==> config.mk <==
export PLATFORM = sky130hd
export DESIGN_NAME = sdbcs_top
export DESIGN_NICKNAME = d
export VERILOG_FILES = /design/src/verilog/sdbcs_pkg.sv /design/src/verilog/sdbcs_top.sv
export VERILOG_INCLUDE_DIRS = /design/src /design/src/verilog
export SDC_FILE = /design/constraint.sdc
export NUM_CORES = 1
export LEC_CHECK = 0
export CORE_ASPECT_RATIO = 1.75
export CORE_UTILIZATION = 25
export CTS_BUF_LIST = sky130_fd_sc_hd__clkbuf_8
export CTS_CLUSTER_SIZE = 25
export DETAILED_ROUTE_END_ITERATION = 16
export DONT_BUFFER_PORTS = 1
export GPL_TIMING_DRIVEN = 0
export PLACE_DENSITY_LB_ADDON = 0.1
export RECOVER_POWER = 50
export SYNTH_ARGS = -nofsm -noshare
export SYNTH_HDL_FRONTEND = slang
export SYNTH_SLANG_ARGS = --single-unit
==> constraint.sdc <==
create_clock -name aclk -period 4.9 [get_ports aclk]
set_clock_uncertainty 0.2 [all_clocks]
set_input_delay 0.245 -clock aclk [delete_from_list [all_inputs] [get_ports aclk]]
set_output_delay 0.245 -clock aclk [all_outputs]
set_load 0.1 [all_outputs]
==> src/verilog/sdbcs_consts.svh <==
`ifndef SDBCS_CONSTS_SVH
`define SDBCS_CONSTS_SVH

// ----------------------------------------------------------------
// Register offsets (byte addresses)
// ----------------------------------------------------------------
`define SDBCS_OFS_CTRL      8'h00
`define SDBCS_OFS_TIMING0   8'h04
`define SDBCS_OFS_TIMING1   8'h08
`define SDBCS_OFS_STATUS    8'h0C
`define SDBCS_OFS_ERROR     8'h10

// ----------------------------------------------------------------
// Field positions
// ----------------------------------------------------------------
`define SDBCS_CTRL_EN_BIT   0
`define SDBCS_T0_TRP_LSB    0
`define SDBCS_T0_ACTIVATE_TO_ACCESS_TIME_LSB   8
`define SDBCS_T0_MODE_LOAD_TIME_LSB   16
`define SDBCS_T0_BLEN_LSB   24
`define SDBCS_T1_REFRESH_CYCLE_TIME_LSB   0
`define SDBCS_T1_SELF_REFRESH_EXIT_TIME_LSB   16
`define SDBCS_ST_BANKS_LSB  0
`define SDBCS_ST_DEV_LSB    16
`define SDBCS_ST_LAST_LSB   20
`define SDBCS_ST_CKEP_BIT   22
`define SDBCS_ERR_ILL_BIT   0

// ----------------------------------------------------------------
// Reset values and timing
// ----------------------------------------------------------------
`define SDBCS_CTRL_RESET    1'b1
`define SDBCS_CLK_NS        8
`define SDBCS_TRP_NS        20
`define SDBCS_ACTIVATE_TO_ACCESS_TIME_NS       20
`define SDBCS_REFRESH_CYCLE_TIME_NS       70
`define SDBCS_MODE_LOAD_TIME_NS       16
`define SDBCS_SELF_REFRESH_EXIT_TIME_NS       80
`define SDBCS_BLEN_RESET    4
`define SDBCS_CYC(ns)       (((ns) + `SDBCS_CLK_NS - 1) / `SDBCS_CLK_NS)
`define SDBCS_RESP_OKAY     2'h0
`define SDBCS_RESP_SLVERR   2'h2

`endif

==> src/verilog/sdbcs_pkg.sv <==
package sdbcs_pkg;

   typedef enum logic [3:0] {
      BANK_IDLE        = 4'h0,
      BANK_ACTIVATING  = 4'h1,
      BANK_ACTIVE      = 4'h2,
      BANK_READ        = 4'h3,
      BANK_WRITE       = 4'h4,
      BANK_READ_AP     = 4'h5,
      BANK_WRITE_AP    = 4'h6,
      BANK_PRECHARGING = 4'h7
   } sdbcs_bank_e;

   typedef enum logic [2:0] {
      DEV_NORMAL  = 3'h0,
      DEV_REFRESH = 3'h1,
      DEV_MODE    = 3'h2,
      DEV_PRE_ALL = 3'h3,
      DEV_SELF    = 3'h4,
      DEV_SR_EXIT = 3'h5
   } sdbcs_dev_e;

   typedef enum logic [3:0] {
      CMD_INHIBIT = 4'h0,
      CMD_NOP     = 4'h1,
      CMD_ACT     = 4'h2,
      CMD_READ    = 4'h3,
      CMD_WRITE   = 4'h4,
      CMD_PRE     = 4'h5,
      CMD_BST     = 4'h6,
      CMD_REF     = 4'h7,
      CMD_LMR     = 4'h8
   } sdbcs_cmd_e;

   typedef struct packed {
      logic chip_select_n;
      logic row_strobe_n;
      logic column_strobe_n;
      logic write_enable_n;
   } sdbcs_pins_s;

endpackage

==> src/verilog/sdbcs_top.sv <==
// Design decisions made here: the AXI4-Lite slave port and the register addresses.
`timescale 1ns/10ps
`include "sdbcs_consts.svh"
// How it works
// [RULE_01] Chip select high registers nothing; running operations carry on.
// [RULE_02] Select low with all strobes high is a no-op; operations continue.
// [RULE_03] Activate to an idle bank opens a row in the selected bank.
// [RULE_04] Controller issues refresh or mode load only with all banks idle.
// [RULE_05] Precharge to an idle bank changes nothing, acting as a no-op.
// [RULE_06] Row-active bank accepts read and write, starting a burst.
// [RULE_07] Precharge closes the open row of one bank or all banks.
// [RULE_08] Precharge during a plain read burst cuts it and starts precharge.
// [RULE_09] Precharge during a plain write burst cuts it and starts precharge.
// [RULE_10] Burst terminate ends the latest read or write, whatever its bank.
// [RULE_11] Decoding needs clock enable high twice and self-refresh exit time.
// [RULE_12] Idle after precharge time; active after activate-to-access time.
// [RULE_13] Controller sends nothing to a bank that is busy changing state.
// [RULE_14] Auto-precharge burst keeps bank busy until precharge time passes.
// [RULE_15] Controller sends only inhibit or no-op during device-wide busy.
// [RULE_16] Busy for refresh cycle time or mode load time, then all idle.
// [RULE_17] Controller makes sure every bank may precharge before precharge-all.
// [RULE_18] An idle bank places no limit on commands to other banks.
// [RULE_19] Other banks take activate, read, write, precharge meanwhile.
// [RULE_20] A burst to another bank interrupts the running burst.
// [RULE_21] Read and write transitions hold with or without auto precharge.
// [RULE_22] Controller never sends a state and command pair not tabulated.
// [RULE_23] Auto precharge bit on read or write closes the row after burst.
// [RULE_24] Auto precharge bit on precharge selects all banks.
// [RULE_25] Interrupted auto-precharge burst starts its precharge by itself.
// [RULE_26] Controller masks bytes one clock before a write interrupting reads.
// [RULE_27] Controller keeps per-bank state and counters from timing values.
module sdbcs_top #(
   parameter int ADDR_W = 8
) (
   input  wire logic                aclk,
   input  wire logic                aresetn,
   // Command pins
   input  wire logic                chip_select_n,
   input  wire logic                row_strobe_n,
   input  wire logic                column_strobe_n,
   input  wire logic                write_enable_n,
   input  wire logic                bank_select,
   input  wire logic                bank_select_hi,
   input  wire logic                auto_precharge_bit,
   input  wire logic                clock_enable,
   // State view
   output logic [15:0]              bank_state,
   output logic [2:0]               device_state,
   output logic                     illegal_command,
   // AXI4-Lite slave
   input  wire logic [ADDR_W-1:0]   awaddr,
   input  wire logic                awvalid,
   output logic                     awready,
   input  wire logic [31:0]         wdata,
   input  wire logic [3:0]          wstrb,
   input  wire logic                wvalid,
   output logic                     wready,
   output logic [1:0]               bresp,
   output logic                     bvalid,
   input  wire logic                bready,
   input  wire logic [ADDR_W-1:0]   araddr,
   input  wire logic                arvalid,
   output logic                     arready,
   output logic [31:0]              rdata,
   output logic [1:0]               rresp,
   output logic                     rvalid,
   input  wire logic                rready
);

   // ----------------------------------------------------------------
   // Command decode
   // ----------------------------------------------------------------
   sdbcs_pkg::sdbcs_pins_s pins;
   sdbcs_pkg::sdbcs_cmd_e  cmd;
   logic [1:0]             bank_w;
   logic                   cke_prev_q;
   logic                   ctrl_en_q;
   sdbcs_pkg::sdbcs_dev_e  dev_q;
   logic                   decode_ok;
   logic                   exec_cmd;

   assign pins   = '{chip_select_n, row_strobe_n, column_strobe_n,
                     write_enable_n};
   assign bank_w = {bank_select_hi, bank_select};

   always_comb begin
      if (pins.chip_select_n) begin
         cmd = sdbcs_pkg::CMD_INHIBIT;                           // RULE_01
      end else begin
         unique case ({pins.row_strobe_n, pins.column_strobe_n,
                       pins.write_enable_n})
            3'b111: cmd = sdbcs_pkg::CMD_NOP;                    // RULE_02
            3'b011: cmd = sdbcs_pkg::CMD_ACT;
            3'b101: cmd = sdbcs_pkg::CMD_READ;
            3'b100: cmd = sdbcs_pkg::CMD_WRITE;
            3'b010: cmd = sdbcs_pkg::CMD_PRE;
            3'b110: cmd = sdbcs_pkg::CMD_BST;
            3'b001: cmd = sdbcs_pkg::CMD_REF;
            3'b000: cmd = sdbcs_pkg::CMD_LMR;
         endcase
      end
   end

   assign exec_cmd  = (cmd != sdbcs_pkg::CMD_INHIBIT) &&
                      (cmd != sdbcs_pkg::CMD_NOP);
   // Two high samples of clock enable, control enable set and no device-wide operation
   assign decode_ok = cke_prev_q && clock_enable && ctrl_en_q &&
                      (dev_q == sdbcs_pkg::DEV_NORMAL);          // RULE_11

   always_ff @(posedge aclk) begin
      if (!aresetn) begin
         cke_prev_q <= 1'b0;
      end else begin
         cke_prev_q <= clock_enable;
      end
   end

   // ----------------------------------------------------------------
   // Timing registers
   // ----------------------------------------------------------------
   logic [31:0] timing0_q;
   logic [31:0] timing1_q;
   logic [7:0]  t_rp;
   logic [7:0]  t_rcd;
   logic [7:0]  t_mrd;
   logic [7:0]  t_blen;
   logic [15:0] t_rfc;
   logic [15:0] t_xsr;

   assign t_rp   = timing0_q[`SDBCS_T0_TRP_LSB  +: 8];
   assign t_rcd  = timing0_q[`SDBCS_T0_ACTIVATE_TO_ACCESS_TIME_LSB +: 8];
   assign t_mrd  = timing0_q[`SDBCS_T0_MODE_LOAD_TIME_LSB +: 8];
   assign t_blen = timing0_q[`SDBCS_T0_BLEN_LSB +: 8];
   assign t_rfc  = timing1_q[`SDBCS_T1_REFRESH_CYCLE_TIME_LSB +: 16];
   assign t_xsr  = timing1_q[`SDBCS_T1_SELF_REFRESH_EXIT_TIME_LSB +: 16];

   // ----------------------------------------------------------------
   // Per-bank state
   // ----------------------------------------------------------------
   logic [3:0] st_w [4];
   logic [3:0] all_idle;
   logic [1:0] last_bank_q;
   logic       pre_all;
   logic       rw_cmd;

   assign pre_all = decode_ok && (cmd == sdbcs_pkg::CMD_PRE) &&
                    auto_precharge_bit;                          // RULE_24
   assign rw_cmd  = decode_ok && ((cmd == sdbcs_pkg::CMD_READ) ||
                                  (cmd == sdbcs_pkg::CMD_WRITE));

   always_ff @(posedge aclk) begin
      if (!aresetn) begin
         last_bank_q <= 2'h0;
      end else if (rw_cmd) begin
         last_bank_q <= bank_w;                                  // RULE_10
      end
   end

   for (genvar i = 0; i < 4; i++) begin : g_bank
      sdbcs_pkg::sdbcs_bank_e st_q;
      logic [7:0]             cnt_q;
      logic                   sel;
      logic                   pre_me;
      logic                   bst_me;
      logic                   other_rw;
      logic                   done;

      assign sel      = decode_ok && (bank_w == 2'(i));
      assign pre_me   = (sel && (cmd == sdbcs_pkg::CMD_PRE)) || pre_all;
      assign bst_me   = decode_ok && (cmd == sdbcs_pkg::CMD_BST) &&
                        (last_bank_q == 2'(i));
      assign other_rw = rw_cmd && (bank_w != 2'(i));
      assign done     = (cnt_q <= 8'h01);
      assign st_w[i]  = st_q;
      assign all_idle[i] = (st_q == sdbcs_pkg::BANK_IDLE);

      always_ff @(posedge aclk) begin
         if (!aresetn) begin
            st_q  <= sdbcs_pkg::BANK_IDLE;
            cnt_q <= 8'h00;
         end else begin
            if (cnt_q != 8'h00) begin
               cnt_q <= cnt_q - 8'h01;
            end
            unique case (st_q)
               sdbcs_pkg::BANK_IDLE: begin
                  // Precharge here falls through as a no-op      RULE_05
                  if (sel && (cmd == sdbcs_pkg::CMD_ACT)) begin
                     st_q  <= sdbcs_pkg::BANK_ACTIVATING;        // RULE_03
                     cnt_q <= t_rcd;
                  end
               end
               sdbcs_pkg::BANK_ACTIVATING: begin
                  if (done) begin
                     st_q <= sdbcs_pkg::BANK_ACTIVE;             // RULE_12
                  end
               end
               sdbcs_pkg::BANK_ACTIVE, sdbcs_pkg::BANK_READ,
               sdbcs_pkg::BANK_WRITE: begin
                  if (sel && rw_cmd) begin
                     cnt_q <= t_blen;                            // RULE_06
                     if (cmd == sdbcs_pkg::CMD_READ) begin
                        st_q <= auto_precharge_bit ?
                                sdbcs_pkg::BANK_READ_AP :
                                sdbcs_pkg::BANK_READ;            // RULE_23
                     end else begin
                        st_q <= auto_precharge_bit ?
                                sdbcs_pkg::BANK_WRITE_AP :
                                sdbcs_pkg::BANK_WRITE;           // RULE_21
                     end
                  end else if (pre_me) begin
                     // Also cuts a plain burst short     RULE_08 RULE_09
                     st_q  <= sdbcs_pkg::BANK_PRECHARGING;       // RULE_07
                     cnt_q <= t_rp;
                  end else if (st_q != sdbcs_pkg::BANK_ACTIVE &&
                               (bst_me || other_rw || done)) begin
                     st_q <= sdbcs_pkg::BANK_ACTIVE;     // RULE_10 RULE_20
                  end
               end
               sdbcs_pkg::BANK_READ_AP, sdbcs_pkg::BANK_WRITE_AP: begin
                  // Interrupted or finished burst precharges itself
                  if (done || other_rw || bst_me) begin
                     st_q  <= sdbcs_pkg::BANK_PRECHARGING; // RULE_14 RULE_25
                     cnt_q <= t_rp;
                  end
               end
               sdbcs_pkg::BANK_PRECHARGING: begin
                  if (done) begin
                     st_q <= sdbcs_pkg::BANK_IDLE;               // RULE_12
                  end
               end
               default: begin
                  st_q <= sdbcs_pkg::BANK_IDLE;
               end
            endcase
         end
      end
   end

   // ----------------------------------------------------------------
   // Device-wide state
   // ----------------------------------------------------------------
   logic [15:0] dev_cnt_q;
   logic        banks_idle;

   assign banks_idle = &all_idle;

   always_ff @(posedge aclk) begin
      if (!aresetn) begin
         dev_q     <= sdbcs_pkg::DEV_NORMAL;
         dev_cnt_q <= 16'h0000;
      end else begin
         if (dev_cnt_q != 16'h0000) begin
            dev_cnt_q <= dev_cnt_q - 16'h0001;
         end
         unique case (dev_q)
            sdbcs_pkg::DEV_NORMAL: begin
               if (cke_prev_q && !clock_enable && banks_idle &&
                   cmd == sdbcs_pkg::CMD_REF) begin
                  dev_q <= sdbcs_pkg::DEV_SELF;
               end else if (decode_ok && banks_idle &&
                            cmd == sdbcs_pkg::CMD_REF) begin
                  dev_q     <= sdbcs_pkg::DEV_REFRESH;           // RULE_16
                  dev_cnt_q <= t_rfc;
               end else if (decode_ok && banks_idle &&
                            cmd == sdbcs_pkg::CMD_LMR) begin
                  dev_q     <= sdbcs_pkg::DEV_MODE;              // RULE_16
                  dev_cnt_q <= {8'h00, t_mrd};
               end else if (pre_all) begin
                  dev_q     <= sdbcs_pkg::DEV_PRE_ALL;
                  dev_cnt_q <= {8'h00, t_rp};
               end
            end
            sdbcs_pkg::DEV_SELF: begin
               if (clock_enable) begin
                  dev_q     <= sdbcs_pkg::DEV_SR_EXIT;           // RULE_11
                  dev_cnt_q <= t_xsr;
               end
            end
            sdbcs_pkg::DEV_REFRESH, sdbcs_pkg::DEV_MODE,
            sdbcs_pkg::DEV_PRE_ALL, sdbcs_pkg::DEV_SR_EXIT: begin
               if (dev_cnt_q <= 16'h0001) begin
                  dev_q <= sdbcs_pkg::DEV_NORMAL;
               end
            end
            default: begin
               dev_q <= sdbcs_pkg::DEV_NORMAL;
            end
         endcase
      end
   end

   // ----------------------------------------------------------------
   // Illegal command detection
   // ----------------------------------------------------------------
   logic [3:0] tgt;
   logic       ill;

   always_comb begin
      tgt = st_w[bank_w];
      ill = 1'b0;
      if (cke_prev_q && clock_enable && exec_cmd) begin
         if (dev_q != sdbcs_pkg::DEV_NORMAL) begin
            ill = 1'b1;
         end else begin
            unique case (cmd)
               sdbcs_pkg::CMD_ACT:
                  ill = (tgt != sdbcs_pkg::BANK_IDLE);
               sdbcs_pkg::CMD_READ, sdbcs_pkg::CMD_WRITE:
                  ill = (tgt != sdbcs_pkg::BANK_ACTIVE) &&
                        (tgt != sdbcs_pkg::BANK_READ) &&
                        (tgt != sdbcs_pkg::BANK_WRITE);
               sdbcs_pkg::CMD_PRE:
                  ill = !auto_precharge_bit &&
                        (tgt == sdbcs_pkg::BANK_ACTIVATING ||
                         tgt == sdbcs_pkg::BANK_PRECHARGING ||
                         tgt == sdbcs_pkg::BANK_READ_AP ||
                         tgt == sdbcs_pkg::BANK_WRITE_AP);
               sdbcs_pkg::CMD_BST:
                  ill = (st_w[last_bank_q] != sdbcs_pkg::BANK_READ) &&
                        (st_w[last_bank_q] != sdbcs_pkg::BANK_WRITE);
               sdbcs_pkg::CMD_REF, sdbcs_pkg::CMD_LMR:
                  ill = !banks_idle;
               default:
                  ill = 1'b0;
            endcase
         end
      end
   end

   // ----------------------------------------------------------------
   // AXI4-Lite slave
   // ----------------------------------------------------------------
   logic              aw_got_q;
   logic              w_got_q;
   logic [ADDR_W-1:0] waddr_q;
   logic [31:0]       wdata_q;
   logic [3:0]        wstrb_q;
   logic              do_wr;
   logic              err_q;
   logic              err_clr;
   logic [31:0]       status_w;

   function automatic logic [31:0] merge(input logic [31:0] old,
                                         input logic [31:0] nw,
                                         input logic [3:0]  be);
      logic [31:0] r;
      r = old;
      for (int b = 0; b < 4; b++) begin
         if (be[b]) begin
            r[8*b +: 8] = nw[8*b +: 8];
         end
      end
      return r;
   endfunction

   function automatic logic mapped(input logic [ADDR_W-1:0] a);
      return (a == ADDR_W'(`SDBCS_OFS_CTRL))    ||
             (a == ADDR_W'(`SDBCS_OFS_TIMING0)) ||
             (a == ADDR_W'(`SDBCS_OFS_TIMING1)) ||
             (a == ADDR_W'(`SDBCS_OFS_STATUS))  ||
             (a == ADDR_W'(`SDBCS_OFS_ERROR));
   endfunction

   assign do_wr   = aw_got_q && w_got_q && !bvalid;
   assign err_clr = do_wr && wstrb_q[0] &&
                    (waddr_q == ADDR_W'(`SDBCS_OFS_ERROR)) &&
                    wdata_q[`SDBCS_ERR_ILL_BIT];
   assign status_w = {9'h000, cke_prev_q, last_bank_q, 1'b0, dev_q,
                      st_w[3], st_w[2], st_w[1], st_w[0]};

   always_ff @(posedge aclk) begin
      if (!aresetn) begin
         awready  <= 1'b1;
         aw_got_q <= 1'b0;
         waddr_q  <= '0;
      end else if (do_wr) begin
         aw_got_q <= 1'b0;
      end else if (awvalid && awready) begin
         aw_got_q <= 1'b1;
         awready  <= 1'b0;
         waddr_q  <= awaddr;
      end else if (bvalid && bready) begin
         awready  <= 1'b1;
      end
   end

   always_ff @(posedge aclk) begin
      if (!aresetn) begin
         wready  <= 1'b1;
         w_got_q <= 1'b0;
         wdata_q <= 32'h00000000;
         wstrb_q <= 4'h0;
      end else if (do_wr) begin
         w_got_q <= 1'b0;
      end else if (wvalid && wready) begin
         w_got_q <= 1'b1;
         wready  <= 1'b0;
         wdata_q <= wdata;
         wstrb_q <= wstrb;
      end else if (bvalid && bready) begin
         wready  <= 1'b1;
      end
   end

   always_ff @(posedge aclk) begin
      if (!aresetn) begin
         bvalid <= 1'b0;
         bresp  <= `SDBCS_RESP_OKAY;
      end else if (do_wr) begin
         bvalid <= 1'b1;
         bresp  <= mapped(waddr_q) ? `SDBCS_RESP_OKAY : `SDBCS_RESP_SLVERR;
      end else if (bready) begin
         bvalid <= 1'b0;
      end
   end

   always_ff @(posedge aclk) begin
      if (!aresetn) begin
         ctrl_en_q <= `SDBCS_CTRL_RESET;
         timing0_q <= {8'(`SDBCS_BLEN_RESET), 8'(`SDBCS_CYC(`SDBCS_MODE_LOAD_TIME_NS)),
                       8'(`SDBCS_CYC(`SDBCS_ACTIVATE_TO_ACCESS_TIME_NS)),
                       8'(`SDBCS_CYC(`SDBCS_TRP_NS))};
         timing1_q <= {16'(`SDBCS_CYC(`SDBCS_SELF_REFRESH_EXIT_TIME_NS)),
                       16'(`SDBCS_CYC(`SDBCS_REFRESH_CYCLE_TIME_NS))};
      end else if (do_wr) begin
         if (waddr_q == ADDR_W'(`SDBCS_OFS_CTRL) && wstrb_q[0]) begin
            ctrl_en_q <= wdata_q[`SDBCS_CTRL_EN_BIT];
         end
         if (waddr_q == ADDR_W'(`SDBCS_OFS_TIMING0)) begin
            timing0_q <= merge(timing0_q, wdata_q, wstrb_q);
         end
         if (waddr_q == ADDR_W'(`SDBCS_OFS_TIMING1)) begin
            timing1_q <= merge(timing1_q, wdata_q, wstrb_q);
         end
      end
   end

   // Detection wins over a same-cycle software clear
   always_ff @(posedge aclk) begin
      if (!aresetn) begin
         err_q <= 1'b0;
      end else begin
         err_q <= ill || (err_q && !err_clr);
      end
   end

   always_ff @(posedge aclk) begin
      if (!aresetn) begin
         arready <= 1'b1;
         rvalid  <= 1'b0;
         rdata   <= 32'h00000000;
         rresp   <= `SDBCS_RESP_OKAY;
      end else if (arvalid && arready) begin
         arready <= 1'b0;
         rvalid  <= 1'b1;
         rresp   <= mapped(araddr) ? `SDBCS_RESP_OKAY : `SDBCS_RESP_SLVERR;
         unique case (araddr)
            ADDR_W'(`SDBCS_OFS_CTRL):    rdata <= {31'h0, ctrl_en_q};
            ADDR_W'(`SDBCS_OFS_TIMING0): rdata <= timing0_q;
            ADDR_W'(`SDBCS_OFS_TIMING1): rdata <= timing1_q;
            ADDR_W'(`SDBCS_OFS_STATUS):  rdata <= status_w;
            ADDR_W'(`SDBCS_OFS_ERROR):   rdata <= {31'h0, err_q};
            default:                     rdata <= 32'h00000000;
         endcase
      end else if (rvalid && rready) begin
         rvalid  <= 1'b0;
         arready <= 1'b1;
      end
   end

   // ----------------------------------------------------------------
   // Outputs
   // ----------------------------------------------------------------
   assign bank_state      = status_w[15:0];
   assign device_state    = dev_q;
   assign illegal_command = err_q;

endmodule
After elaboration in Yosys (flattened, before gate mapping)
Memory sizes are Yosys's and may differ from the RTL's.
Index checks and enable logic that the tools add are counted.
Operators by class
  add/sub/neg operators: 5
  multiplexer cells: 95
  eq/ne operators: 94
  reduce and logical (&&, ||, !) cells: 150
  order comparisons: 7
  bitwise logic cells: 4
Operator list (number)
  2-to-1 mux 8 bit: 20
  one-hot mux 32 bit (5 select lines): 1
  2-to-1 mux 4 bit: 33
  2-to-1 mux 16 bit: 6
  one-hot mux 8 bit (3 select lines): 4
  == test 4 x 3 -> 1 bit (second input constant): 23
  one-hot mux 4 bit (5 select lines): 4
  logical AND 1 bit: 59
  == test 4 x 2 -> 1 bit (second input constant): 10
  logical OR 1 bit: 33
  == test 8 x 4 -> 1 bit (second input constant): 4
  less-or-equal comparator 8 x 1 -> 1 bit (second input constant): 4
  inequality test 2 bit (second input constant): 16
  one-hot mux 16 bit (2 select lines): 1
  nonzero test 8 bit: 4
  subtractor 8 x 1 -> 8 bit (second input constant): 4
  inequality test 4 x 2 -> 1 bit (second input constant): 7
  AND reduction 3 bit: 9
  2-to-1 mux 3 bit: 8
  == test 4 x 1 -> 1 bit (second input constant): 5
  AND reduction 5 bit: 4
  binary-select mux 4 bit (select 2 bit): 2
  == test 8 x 3 -> 1 bit (second input constant): 2
  == test 8 x 5 -> 1 bit (second input constant): 2
  other kinds (34): 90
Storage, ports and cells
  input port bits: 67
  flip-flop bits (word level): 223
  logic and storage cells: 391
  memory bits (read-only): 32
  output and inout port bits: 61
  memories: 1
Memories
  (no name shown): words 8, bits a word 4, read ports 1, clocked after Yosys merged registers in 0, write ports 0, RTL line sdbcs_top.sv:90  | unique case ({pins.row_strobe_n, pins.column_strobe_n,

Depth between registers and ports, before layout
Gate-level depths: netlist of the first run.
  depth after elaboration: 13
  gate-level depth with buffers: 12
  mapped depth without buffers: 9

Least setup slack after synthesis of the first run
Ideal clock, no wire load.
  path type: input -> register
  start point: input port write_enable_n
  end point: register g_bank[3].cnt_q[7]
  buffers on the path: 2
  library setup time: 117 ps
  cell stages on the path: 10
  data required time: 4583 ps
  data arrival time: 2861 ps
  path slack: 1723 ps
  cells stage by stage: clkbuf_1 -> inv_1 -> ha_1 -> buf_4 -> or4b_4 -> or4_4 -> o32ai_2 -> a211oi_1 -> a211o_1 -> a22o_1
On the way
  longest elaborated chain between the ends: 10
  elaborated cells between the ends (all ways): 25
  classes of those cells: eq/ne (5); mux (6); reduce/logical (13); memory (1)
RTL lines
  start, declared: RTL line sdbcs_top.sv:41  | input wire logic write_enable_n,
  memory read (8 x 4 bit) (*)
  2-to-1 mux 4 bit (*): RTL line sdbcs_top.sv:87  | if (pins.chip_select_n) begin
  == test 4 x 2 -> 1 bit or == test 4 x 3 -> 1 bit (tied branches): RTL line sdbcs_top.sv:148, sdbcs_top.sv:149
  logical OR 1 bit: RTL line sdbcs_top.sv:148  | assign rw_cmd = decode_ok && ((cmd == sdbcs_pkg::CMD_READ) ||
  logical AND 1 bit: RTL line sdbcs_top.sv:148
  logical AND 1 bit: RTL line sdbcs_top.sv:172  | assign other_rw = rw_cmd && (bank_w != 2'(i));
  logical OR 1 bit (2 in series): RTL line sdbcs_top.sv:222  | if (done || other_rw || bst_me) begin
  2-to-1 mux 8 bit: RTL line sdbcs_top.sv:222
  one-hot mux 8 bit (3 select lines) (*): RTL line sdbcs_top.sv:185  | unique case (st_q)
  end signal, assigned: RTL line sdbcs_top.sv:183  | cnt_q <= cnt_q - 8'h01;
  end signal, assigned: RTL line sdbcs_top.sv:190  | cnt_q <= t_rcd;
  end signal, assigned: RTL line sdbcs_top.sv:224  | cnt_q <= t_rp;
  end, declared: RTL line sdbcs_top.sv:161  | logic [7:0] cnt_q;
Mark *: on every way between the ends. The rest lies on a longest branch, timed or not.
A chain may end at the register's enable or synchronous reset.

Worst setup path after layout of the first run
  start point: register dev_q[0] (netlist: device_state[0])
  end point: register g_bank[1].cnt_q[5]
On the way
  longest elaborated chain between the ends: 8
  elaborated cells between the ends (all ways): 20
  classes of those cells: mux (5); reduce/logical (15)
RTL lines
  start, declared: RTL line sdbcs_top.sv:78  | sdbcs_pkg::sdbcs_dev_e dev_q;
  start signal, assigned: RTL line sdbcs_top.sv:250  | dev_q <= sdbcs_pkg::DEV_NORMAL;
  start signal, assigned: RTL line sdbcs_top.sv:260  | dev_q <= sdbcs_pkg::DEV_SELF;
  start signal, assigned: RTL line sdbcs_top.sv:263  | dev_q <= sdbcs_pkg::DEV_REFRESH;
  zero test 3 bit (*): RTL line sdbcs_top.sv:108  | (dev_q == sdbcs_pkg::DEV_NORMAL);
  logical AND 1 bit (*): RTL line sdbcs_top.sv:107  | assign decode_ok = cke_prev_q && clock_enable && ctrl_en_q &&
  logical AND 1 bit, on equally long branches: RTL line sdbcs_top.sv:168, sdbcs_top.sv:146, sdbcs_top.sv:148
  logical AND 1 bit, on equally long branches: RTL line sdbcs_top.sv:169, sdbcs_top.sv:146, sdbcs_top.sv:172
  logical OR 1 bit, on equally long branches: RTL line sdbcs_top.sv:169, sdbcs_top.sv:222
  2-to-1 mux 8 bit or logical OR 1 bit (tied branches): RTL line sdbcs_top.sv:211, sdbcs_top.sv:222
  2-to-1 mux 8 bit, on equally long branches: RTL line sdbcs_top.sv:200, sdbcs_top.sv:222
  one-hot mux 8 bit (3 select lines) (*): RTL line sdbcs_top.sv:185
  end signal, assigned: RTL line sdbcs_top.sv:190
  end signal, assigned: RTL line sdbcs_top.sv:201  | cnt_q <= t_blen;
  end signal, assigned: RTL line sdbcs_top.sv:214  | cnt_q <= t_rp;
  end, declared: RTL line sdbcs_top.sv:161
Marked as above.

==> impl_metrics.json, run 1 <==
{
  "grt_start_max_net_pins": 11,
  "initialDrtViolationCount": 850,
  "comb_power_share_pct": 40.5,
  "yosys.area.top_type": "dfxtp_1",
  "cp.required_ps": 5170,
  "postSynth.asyncResetShare_pct": 0,
  "p_leak_uw": 0.00525,
  "viasPerCell": 5.41,
  "yosys_warnings": 0,
  "grt_pass1_wl_um": 91900,
  "cpMostUsedCell": "clkbuf_1",
  "place_area_mm2": 0.0137,
  "cts_buffers": 38,
  "placed_cells": 2384,
  "fill_cells": 5584,
  "clock_power_share_pct": 26.1,
  "synth-seq-area-share_pct": 33.9,
  "dpl_worst_slack_ps": 789,
  "power_density_mw_per_mm2": 459,
  "power_frac_seq_pct": 33.4,
  "dieArea_mm2": 0.0522,
  "rsz0062_at_grt": "false",
  "synthTopCellsByCount": "314 x nand2_1, 217 x dfxtp_1, 213 x a21oi_1",
  "end_kind": "flop",
  "final_nets": 1909,
  "vias": 13600,
  "startpoint_type": "flop",
  "gr-total-overflow": 0,
  "sw_frac_of_total_pct": 41.2,
  "io_buffer_count": 0,
  "drcViolationCount": 0,
  "gp_congestion": 0.937,
  "yosysTopAreaCellShare_pct": 33.9,
  "clock_sinks": 217,
  "core-area_mm2": 0.0506,
  "intPower_uw": 4090,
  "syn2layout_area_growth_pct": 18.0,
  "tightestPinTransition_ps": 1400,
  "maxSlewViolCount": 0,
  "wl_per_cell_um": 25.5,
  "worstPathArrival_ps": 4410,
  "synth_cell_type_count": 88,
  "timing.final.crit_share_pct": 84.5,
  "rows": 109,
  "start_util_pct": 25.3,
  "drive_gt1_share_pct": 8.32,
  "setup_viol": 0,
  "finalHoldViolCount": 0,
  "synth_area_leaders": "dfxtp_1 34%, nand2_1 9.2%, a21oi_1 8.3%, nor2_1 4.6%, a22oi_1 3.3%",
  "fin_cells": 2518,
  "worst-path-stages": 10,
  "grt_usage_pct": 24.2,
  "ir_drop_mv": 0.173,
  "min_path_type": "in -> reg",
  "clk_latency_ps": 600,
  "status": "finished, final reports clean",
  "fin_ws_ps": 758,
  "antenna_found_initial": 2,
  "yosysMostFrequentCell": "nand2_1",
  "antenna_left": 0,
  "first_global_vias": 13500,
  "ys.flop_type": "dfxtp_1",
  "first_pass_iters": 5,
  "cts_buffer_depth": 3,
  "syn_area_mm2": 0.0128,
  "p_switching_uw": 2860,
  "hold_slack_ps": 24.1,
  "reg2regPathDepth": 10,
  "avgSynthCellArea_um2": 7.48,
  "max_freq_mhz": 241,
  "crit_buf_inv": 3,
  "slew-limit-headroom_pct": 6.32,
  "period_minus_slack_ps": 4140,
  "setup-tns-final_ps": 0,
  "synthCells": 1713,
  "path_cells": "or2_1 -> buf_2 -> or2_2 -> clkbuf_1 -> clkbuf_1 -> nor3_1 -> a221oi_1 -> a21o_1 -> o21ai_0 -> a21oi_1",
  "finish.instance_area_mm2": 0.0151,
  "holdPathStages": 3,
  "cpMaxStageDelayCell": "dfxtp_1",
  "dpl.hpwl_um": 50000,
  "cts_max_level": 2,
  "die_y_um": 301,
  "die_w_um": 173,
  "crit_fanout": 10,
  "ioPinCount": 128,
  "worstSetupPathType": "reg -> reg",
  "cts_root_buf": "clkbuf_8",
  "synth-edff-count": 0,
  "cp_top_family": "flip-flops",
  "post_cts_buffers": 0,
  "clk_pin_slew_worst_paths_ps": 60,
  "drt-total-wl_um": 64200,
  "tritoncts": "built",
  "drv_cap": 0,
  "critPathMaxStageDelay_ps": 1160,
  "yosys_register_bits": 217
}
-- logic make-up after synthesis --
group	Yosys count	share of synthesized area, %
xor gates and xnor gates	36	2.46
and+or+nand+nor	708	25.8
adders and majority gates	18	1.75
AOI/OAI and AO/OA	524	26.0
other	1	0.0293
DFF	217	33.9
buffers and inverters	153	4.79
muxes	56	5.23
-- flip-flops by register name, indices dropped and copies added, names as in the netlist, 2 cells and up --
register      cells
timing1_q        32
timing0_q        32
wdata_q          32
device_state      3
last_bank_q       2
g_bank.cnt_q     32
wstrb_q           4
waddr_q           8
g_bank.st_q      12
dev_cnt_q        16
rdata            32
-- cell type report --
class / instances / area [µm²] / share of cell area, %
flip-flops and latches: 217 / 4340 / 28.7
plain buffers: 121 / 493 / 3.26
well taps: 666 / 833 / 5.51
clock buffers: 47 / 647 / 4.28
repair buffers: 67 / 671 / 4.43
inverters: 32 / 120 / 0.794
multi-input cells: 1348 / 7870 / 52.1
clock inverters: 18 / 138 / 0.910
diodes: 2 / 5.00 / 0.0331
-- routing by layer --
layer | vias up | part of all wire (%) | track usage [%]
li1 | 6413 | - | -
met1 | 6562 | 34 | 22.9
met2 | 488 | 54 | 47.5
met3 | 167 | 4.9 | 3.48
met4 | 0 | 7.5 | 16.9
met5 | - | 0 | 0
-- timing repair --
action,in CTS,in global routing
resized for setup,0,0
endpoints found under the hold margin,67,0
hold buffers,67,0
-- power groups by stage --
stage                     combinational [µW]  clock [µW]  sequential (µW)
after floorplan                         2100           0             2270
after global placement                  2730           0             2350
after detailed placement                2740           0             2350
after CTS                               2810        1870             2310
after global routing                    3120        1940             2340
final                                   2820        1810             2320
-- per-stage QoR --
stage                     power [µW]  utilization, %
after global routing            7410            29.9
final                           6950            29.9
after CTS                       7000            29.9
after floorplan                 4370               -
after detailed placement        5100            27.0
after global placement          5080            27.0
-- worst register-to-register path: stages, from the launching register on --
cell and delay, ps:
dfxtp_1 1160, or2_1 210, buf_2 290, or2_2 180, clkbuf_1 270, clkbuf_1 590
nor3_1 290, a221oi_1 420, a21o_1 160, o21ai_0 90, a21oi_1 200
-- placed cells by master (no fill, tap or decap), types with 15 or more instances in the layout --
| cell | n |
|---|---|
| and2_1 | 16 |
| o21ai_0 | 57 |
| xnor2_1 | 24 |
| dlygate4sd3_1 | 67 |
| o211ai_1 | 15 |
| nand2_1 | 314 |
| nand3_1 | 38 |
| inv_1 | 40 |
| mux2i_1 | 22 |
| ha_1 | 17 |
| clkbuf_1 | 98 |
| o22ai_1 | 26 |
| clkbuf_8 | 47 |
| a31oi_1 | 18 |
| nor2_1 | 158 |
| a22oi_1 | 57 |
| nor3_1 | 57 |
| dfxtp_1 | 217 |
| a21oi_1 | 213 |
| mux2_2 | 28 |
-- path summary, 6_finish.rpt --
check                   from                 end  slack [ps]
max reg2reg  device_state[0]  g_bank[1].cnt_q[5]         760
min reg2reg       waddr_q[0]          waddr_q[0]         260
min                  awvalid             awready          20
max          device_state[0]  g_bank[1].cnt_q[5]         760
No activity file was read; power rests on OpenSTA's default activity.
==> inputs of run 2 (changes only) <==
clock period = 3.4 ns   (was 4.9 ns; I/O delays follow)
==> impl_metrics.json, run 2 (synthesis results as in run 1) <==
{
  "drcViolationCount": 0,
  "vias": 13800,
  "max_freq_mhz": 300,
  "ioPinCount": 128,
  "rsz0062_at_grt": "false",
  "first_global_vias": 13500,
  "startpoint_type": "flop",
  "drt-total-wl_um": 64300,
  "clock_sinks": 217,
  "die_y_um": 301,
  "wl_per_cell_um": 25.5,
  "finalHoldViolCount": 0,
  "viasPerCell": 5.45,
  "fill_cells": 5586,
  "min_path_type": "in -> reg",
  "clk_latency_ps": 600,
  "cts_max_level": 2,
  "final_common_cell": "nand2_1",
  "start_util_pct": 25.3,
  "timing.final.crit_share_pct": 97.9,
  "initialDrtViolationCount": 951,
  "placed_cells": 2384,
  "tritoncts": "built",
  "dpl.hpwl_um": 50000,
  "use_met3_pct": 3.44,
  "power_density_mw_per_mm2": 656,
  "gr-total-overflow": 0,
  "critPathMaxStageDelay_ps": 1100,
  "antenna_left": 0,
  "top_usage_layer": "met2",
  "place_area_mm2": 0.0137,
  "maxSlewViolCount": 0,
  "multi_input_area_mm2": 0.00795,
  "ir_drop_mv": 0.242,
  "final_nets": 1917,
  "die_w_um": 173,
  "drv_cap": 0,
  "final_cell_mix": "314 x nand2_1, 213 x a21oi_1, 202 x dfxtp_1",
  "rows": 109,
  "grt_start_max_net_pins": 11,
  "drive_gt1_share_pct": 10.2,
  "crit_fanout": 10,
  "first_pass_iters": 6,
  "cp.required_ps": 3670,
  "antenna_found_initial": 2,
  "cts_root_buf": "clkbuf_8",
  "layout.area.seq_mm2": 0.00437,
  "finish.instance_area_mm2": 0.0153,
  "core-area_mm2": 0.0506,
  "end_kind": "flop",
  "worstPathArrival_ps": 3600,
  "grt_usage_pct": 24.2,
  "hold_slack_ps": 1.01,
  "crit_buf_inv": 1,
  "path_cells": "clkbuf_1 -> mux4_2 -> nor2_1 -> a22o_1 -> a2111oi_0 -> o21ai_0",
  "dieArea_mm2": 0.0522,
  "cts_buffers": 38,
  "cp_top_family": "flip-flops",
  "fin_ws_ps": 72.1,
  "io_buffer_count": 0,
  "p_leak_uw": 0.00532,
  "met2_usage_pct": 47.5,
  "cts_buffer_depth": 3,
  "worstSetupPathType": "reg -> reg",
  "fin_cells": 2525,
  "setup_viol": 0,
  "status": "finished, final reports clean",
  "grtUsageMet1_pct": 23.1,
  "post-route-util_pct": 30.2,
  "tightestPinTransition_ps": 1320,
  "syn2layout_area_growth_pct": 19.4,
  "cpMaxStageDelayCell": "dfxtp_1",
  "dpl_worst_slack_ps": -711,
  "period_minus_slack_ps": 3330,
  "grt_pass1_wl_um": 92000,
  "gp_congestion": 0.937,
  "clk_pin_slew_worst_paths_ps": 80,
  "slew-limit-headroom_pct": 12.0
}
[run 2: cell count changes in the layout (fill, tap and decap cells not counted), moves of 2 or more]
| cell | change |
|---|---|
| clkbuf_2 | +4 |
| clkbuf_1 | -4 |
| nor3_4 | +5 |
| buf_4 | +7 |
| nor3_1 | -6 |
| nor2_1 | -3 |
| dfxtp_1 | -15 |
| dfxtp_4 | +2 |
| nor2_4 | +2 |
| dfxtp_2 | +13 |
[run 2: through the flow]
step	power, µW	setup TNS, ps
5_1_grt	10700	0
2_1_floorplan	6300	0
4_1_cts	10100	0
6_report	10000	0
3_3_place_gp	7320	-41330
3_5_place_dp	7340	-44120
[run 2: repair_timing]
action	4_1_cts	5_1_grt
gates resized for setup	28	10
pin swaps	2	1
endpoints found under the hold margin	81	0
hold buffers	68	0
setup buffers	3	4
endpoints found under the setup margin	111	28
[run 2: per-layer routing]
metal	routed length [µm]	part of all wire (%)
met5	12	0.019
met4	4640	7.2
met3	3300	5.1
met2	34900	54
met1	21500	33
[run 2: cell type report]
cell class | count | share of cell area, %
buffer | 121 | 3.26
clock inverter | 18 | 0.900
clock buffer | 47 | 4.23
antenna | 1 | 0.0164
tap | 666 | 5.45
timing repair buffer | 75 | 4.79
sequential | 217 | 28.6
multi-input combinational | 1348 | 52.0
inverter | 32 | 0.785
[run 2: worst paths after layout]
| check | start | to | slack [ps] | cells after the start |
|---|---|---|---|---|
| max | g_bank[1].st_q[1] | illegal_command | 70 | 6 |
| min | wvalid | wdata_q[2] | 1 | 3 |
| max reg2reg | g_bank[1].st_q[1] | illegal_command | 70 | 6 |
| min reg2reg | waddr_q[0] | waddr_q[0] | 260 | 2 |
[run 2: power breakdown]
part	switching [µW]	total [µW]	internal (µW)
sequential	500	3340	2850
clock	1210	2620	1400
combinational	2420	4070	1650
total	4130	10000	5900
[run 2: worst register-to-register path, delay by kind of cell, from the launching register on]
family / cells / cell delay, ps
flops: 1 / 1100
compound gates: 3 / 910
buf+inv: 1 / 520
mux: 1 / 410
simple gates: 1 / 50
==> inputs of run 3 (changes only) <==
CORE_ASPECT_RATIO = unset   (was 1.75)
==> impl_metrics.json, run 3 (synthesis results as in run 1) <==
{
  "first_pass_iters": 6,
  "ir_drop_mv": 0.240,
  "sw_frac_of_total_pct": 40.0,
  "die_y_um": 228,
  "cts_max_level": 2,
  "ioPinCount": 128,
  "route.met2.wl_um": 27500,
  "dr.max_layer_used": "met4",
  "comb_power_share_pct": 39.0,
  "timing.final.crit_share_pct": 98.6,
  "power_frac_seq_pct": 31.6,
  "period_minus_slack_ps": 3350,
  "fill_cells": 5490,
  "crit_fanout": 10,
  "setup_viol": 0,
  "max_freq_mhz": 298,
  "tightestPinTransition_ps": 1290,
  "finalHoldViolCount": 0,
  "clock_power_share_pct": 29.4,
  "io_buffer_count": 0,
  "drive_gt1_share_pct": 10.6,
  "cts_root_buf": "clkbuf_8",
  "gp_congestion": 0.950,
  "holdPathStages": 3,
  "final_common_cell": "nand2_1",
  "end_kind": "flop",
  "start_util_pct": 25.4,
  "die_w_um": 228,
  "grt_pass1_wl_um": 88600,
  "power_density_mw_per_mm2": 665,
  "intPower_uw": 6330,
  "grt_usage_pct": 22.7,
  "wl_per_cell_um": 23.5,
  "syn2layout_area_growth_pct": 23.9,
  "tritoncts": "built",
  "grt_start_max_net_pins": 15,
  "drt-total-wl_um": 60500,
  "dpl.hpwl_um": 44300,
  "clk_latency_ps": 660,
  "cp.required_ps": 3690,
  "status": "finished, final reports clean",
  "min_path_type": "in -> reg",
  "fin_cells": 2579,
  "antenna_found_initial": 0,
  "viasPerCell": 5.39,
  "slew-limit-headroom_pct": 13.9,
  "worstSetupPathType": "reg -> reg",
  "antenna_left": 0,
  "final_nets": 1958,
  "first_global_vias": 13300,
  "placed_cells": 2390,
  "cts_buffers": 44,
  "p_leak_uw": 0.00554,
  "initialDrtViolationCount": 1380,
  "reg2regPathDepth": 7,
  "vias": 13900,
  "p_switching_uw": 4220,
  "setup-tns-final_ps": 0,
  "worstPathArrival_ps": 3640,
  "dieArea_mm2": 0.0522,
  "cts_buffer_depth": 3,
  "startpoint_type": "flop",
  "rows": 82,
  "gr-total-overflow": 0,
  "hold_slack_ps": 24.9,
  "final_cell_mix": "314 x nand2_1, 212 x a21oi_1, 201 x dfxtp_1",
  "drcViolationCount": 0,
  "met1_length_um": 26800,
  "clock_sinks": 217,
  "route.met3.wl_um": 4000,
  "core-area_mm2": 0.0504,
  "rsz0062_at_grt": "false",
  "drv_cap": 0,
  "maxSlewViolCount": 0,
  "clk_pin_slew_worst_paths_ps": 60
}
## run 3: critical path, stage by stage, from the launching register on
cell      delay [ps]
dfxtp_2          720
clkbuf_1         710
nor2_1           290
a21oi_1          650
nor2_1           100
o21ai_0          170
o21ai_0          100
o31a_1           270
## run 3: cell type report
class / instances / area, µm² / share of cell area (%)
well taps: 672 / 841 / 5.30
diodes: 1 / 2.50 / 0.0158
clock inverters: 19 / 188 / 1.18
inverters: 32 / 120 / 0.757
repair buffers: 110 / 1090 / 6.87
flip-flops and latches: 217 / 4370 / 27.5
plain buffers: 121 / 498 / 3.14
multi-input cells: 1348 / 7960 / 50.1
clock buffers: 59 / 812 / 5.11
## run 3: worst paths after layout
check,start,endpoint,slack [ps]
hold reg to reg,waddr_q[0],waddr_q[0],250
setup / recovery,g_bank[0].st_q[0],g_bank[0].cnt_q[1],50
hold / removal,wdata[11],wdata_q[11],20
setup reg to reg,g_bank[0].st_q[0],g_bank[0].cnt_q[1],50
## run 3: timing repair
action | CTS | global route
pin swaps | 3 | 2
gates resized for setup | 24 | 15
hold endpoints to repair | 79 | 0
hold buffers | 101 | 0
setup buffers | 4 | 5
endpoints found under the setup margin | 111 | 81
## run 3: power by group through the flow
stage | clock network, µW | logic [µW] | registers, µW
floorplan | 0 | 3020 | 3280
global placement | 0 | 3920 | 3380
detailed placement | 0 | 3950 | 3380
CTS | 3180 | 4090 | 3330
global route | 3300 | 4550 | 3380
finish | 3110 | 4110 | 3330
## run 3: layer usage
| metal | up-vias | global-route usage (%) |
|---|---|---|
| li1 | 6531 | - |
| met1 | 6714 | 29.7 |
| met2 | 565 | 36.8 |
| met3 | 103 | 4.29 |
| met4 | 0 | 8.47 |
| met5 | - | 0 |
## run 3: through the flow
| step | setup slack, ps | area (µm²) | utilization, % | total power [µW] |
|---|---|---|---|---|
| 2_1_floorplan | 277 | 12800 | - | 6300 |
| 3_3_place_gp | -800 | 13700 | 27.1 | 7300 |
| 3_5_place_dp | -791 | 13700 | 27.1 | 7320 |
| 4_1_cts | -139 | 15800 | 31.3 | 10600 |
| 5_1_grt | 5.10 | 15900 | 31.5 | 11200 |
| 6_report | 48.6 | 15900 | 31.5 | 10600 |
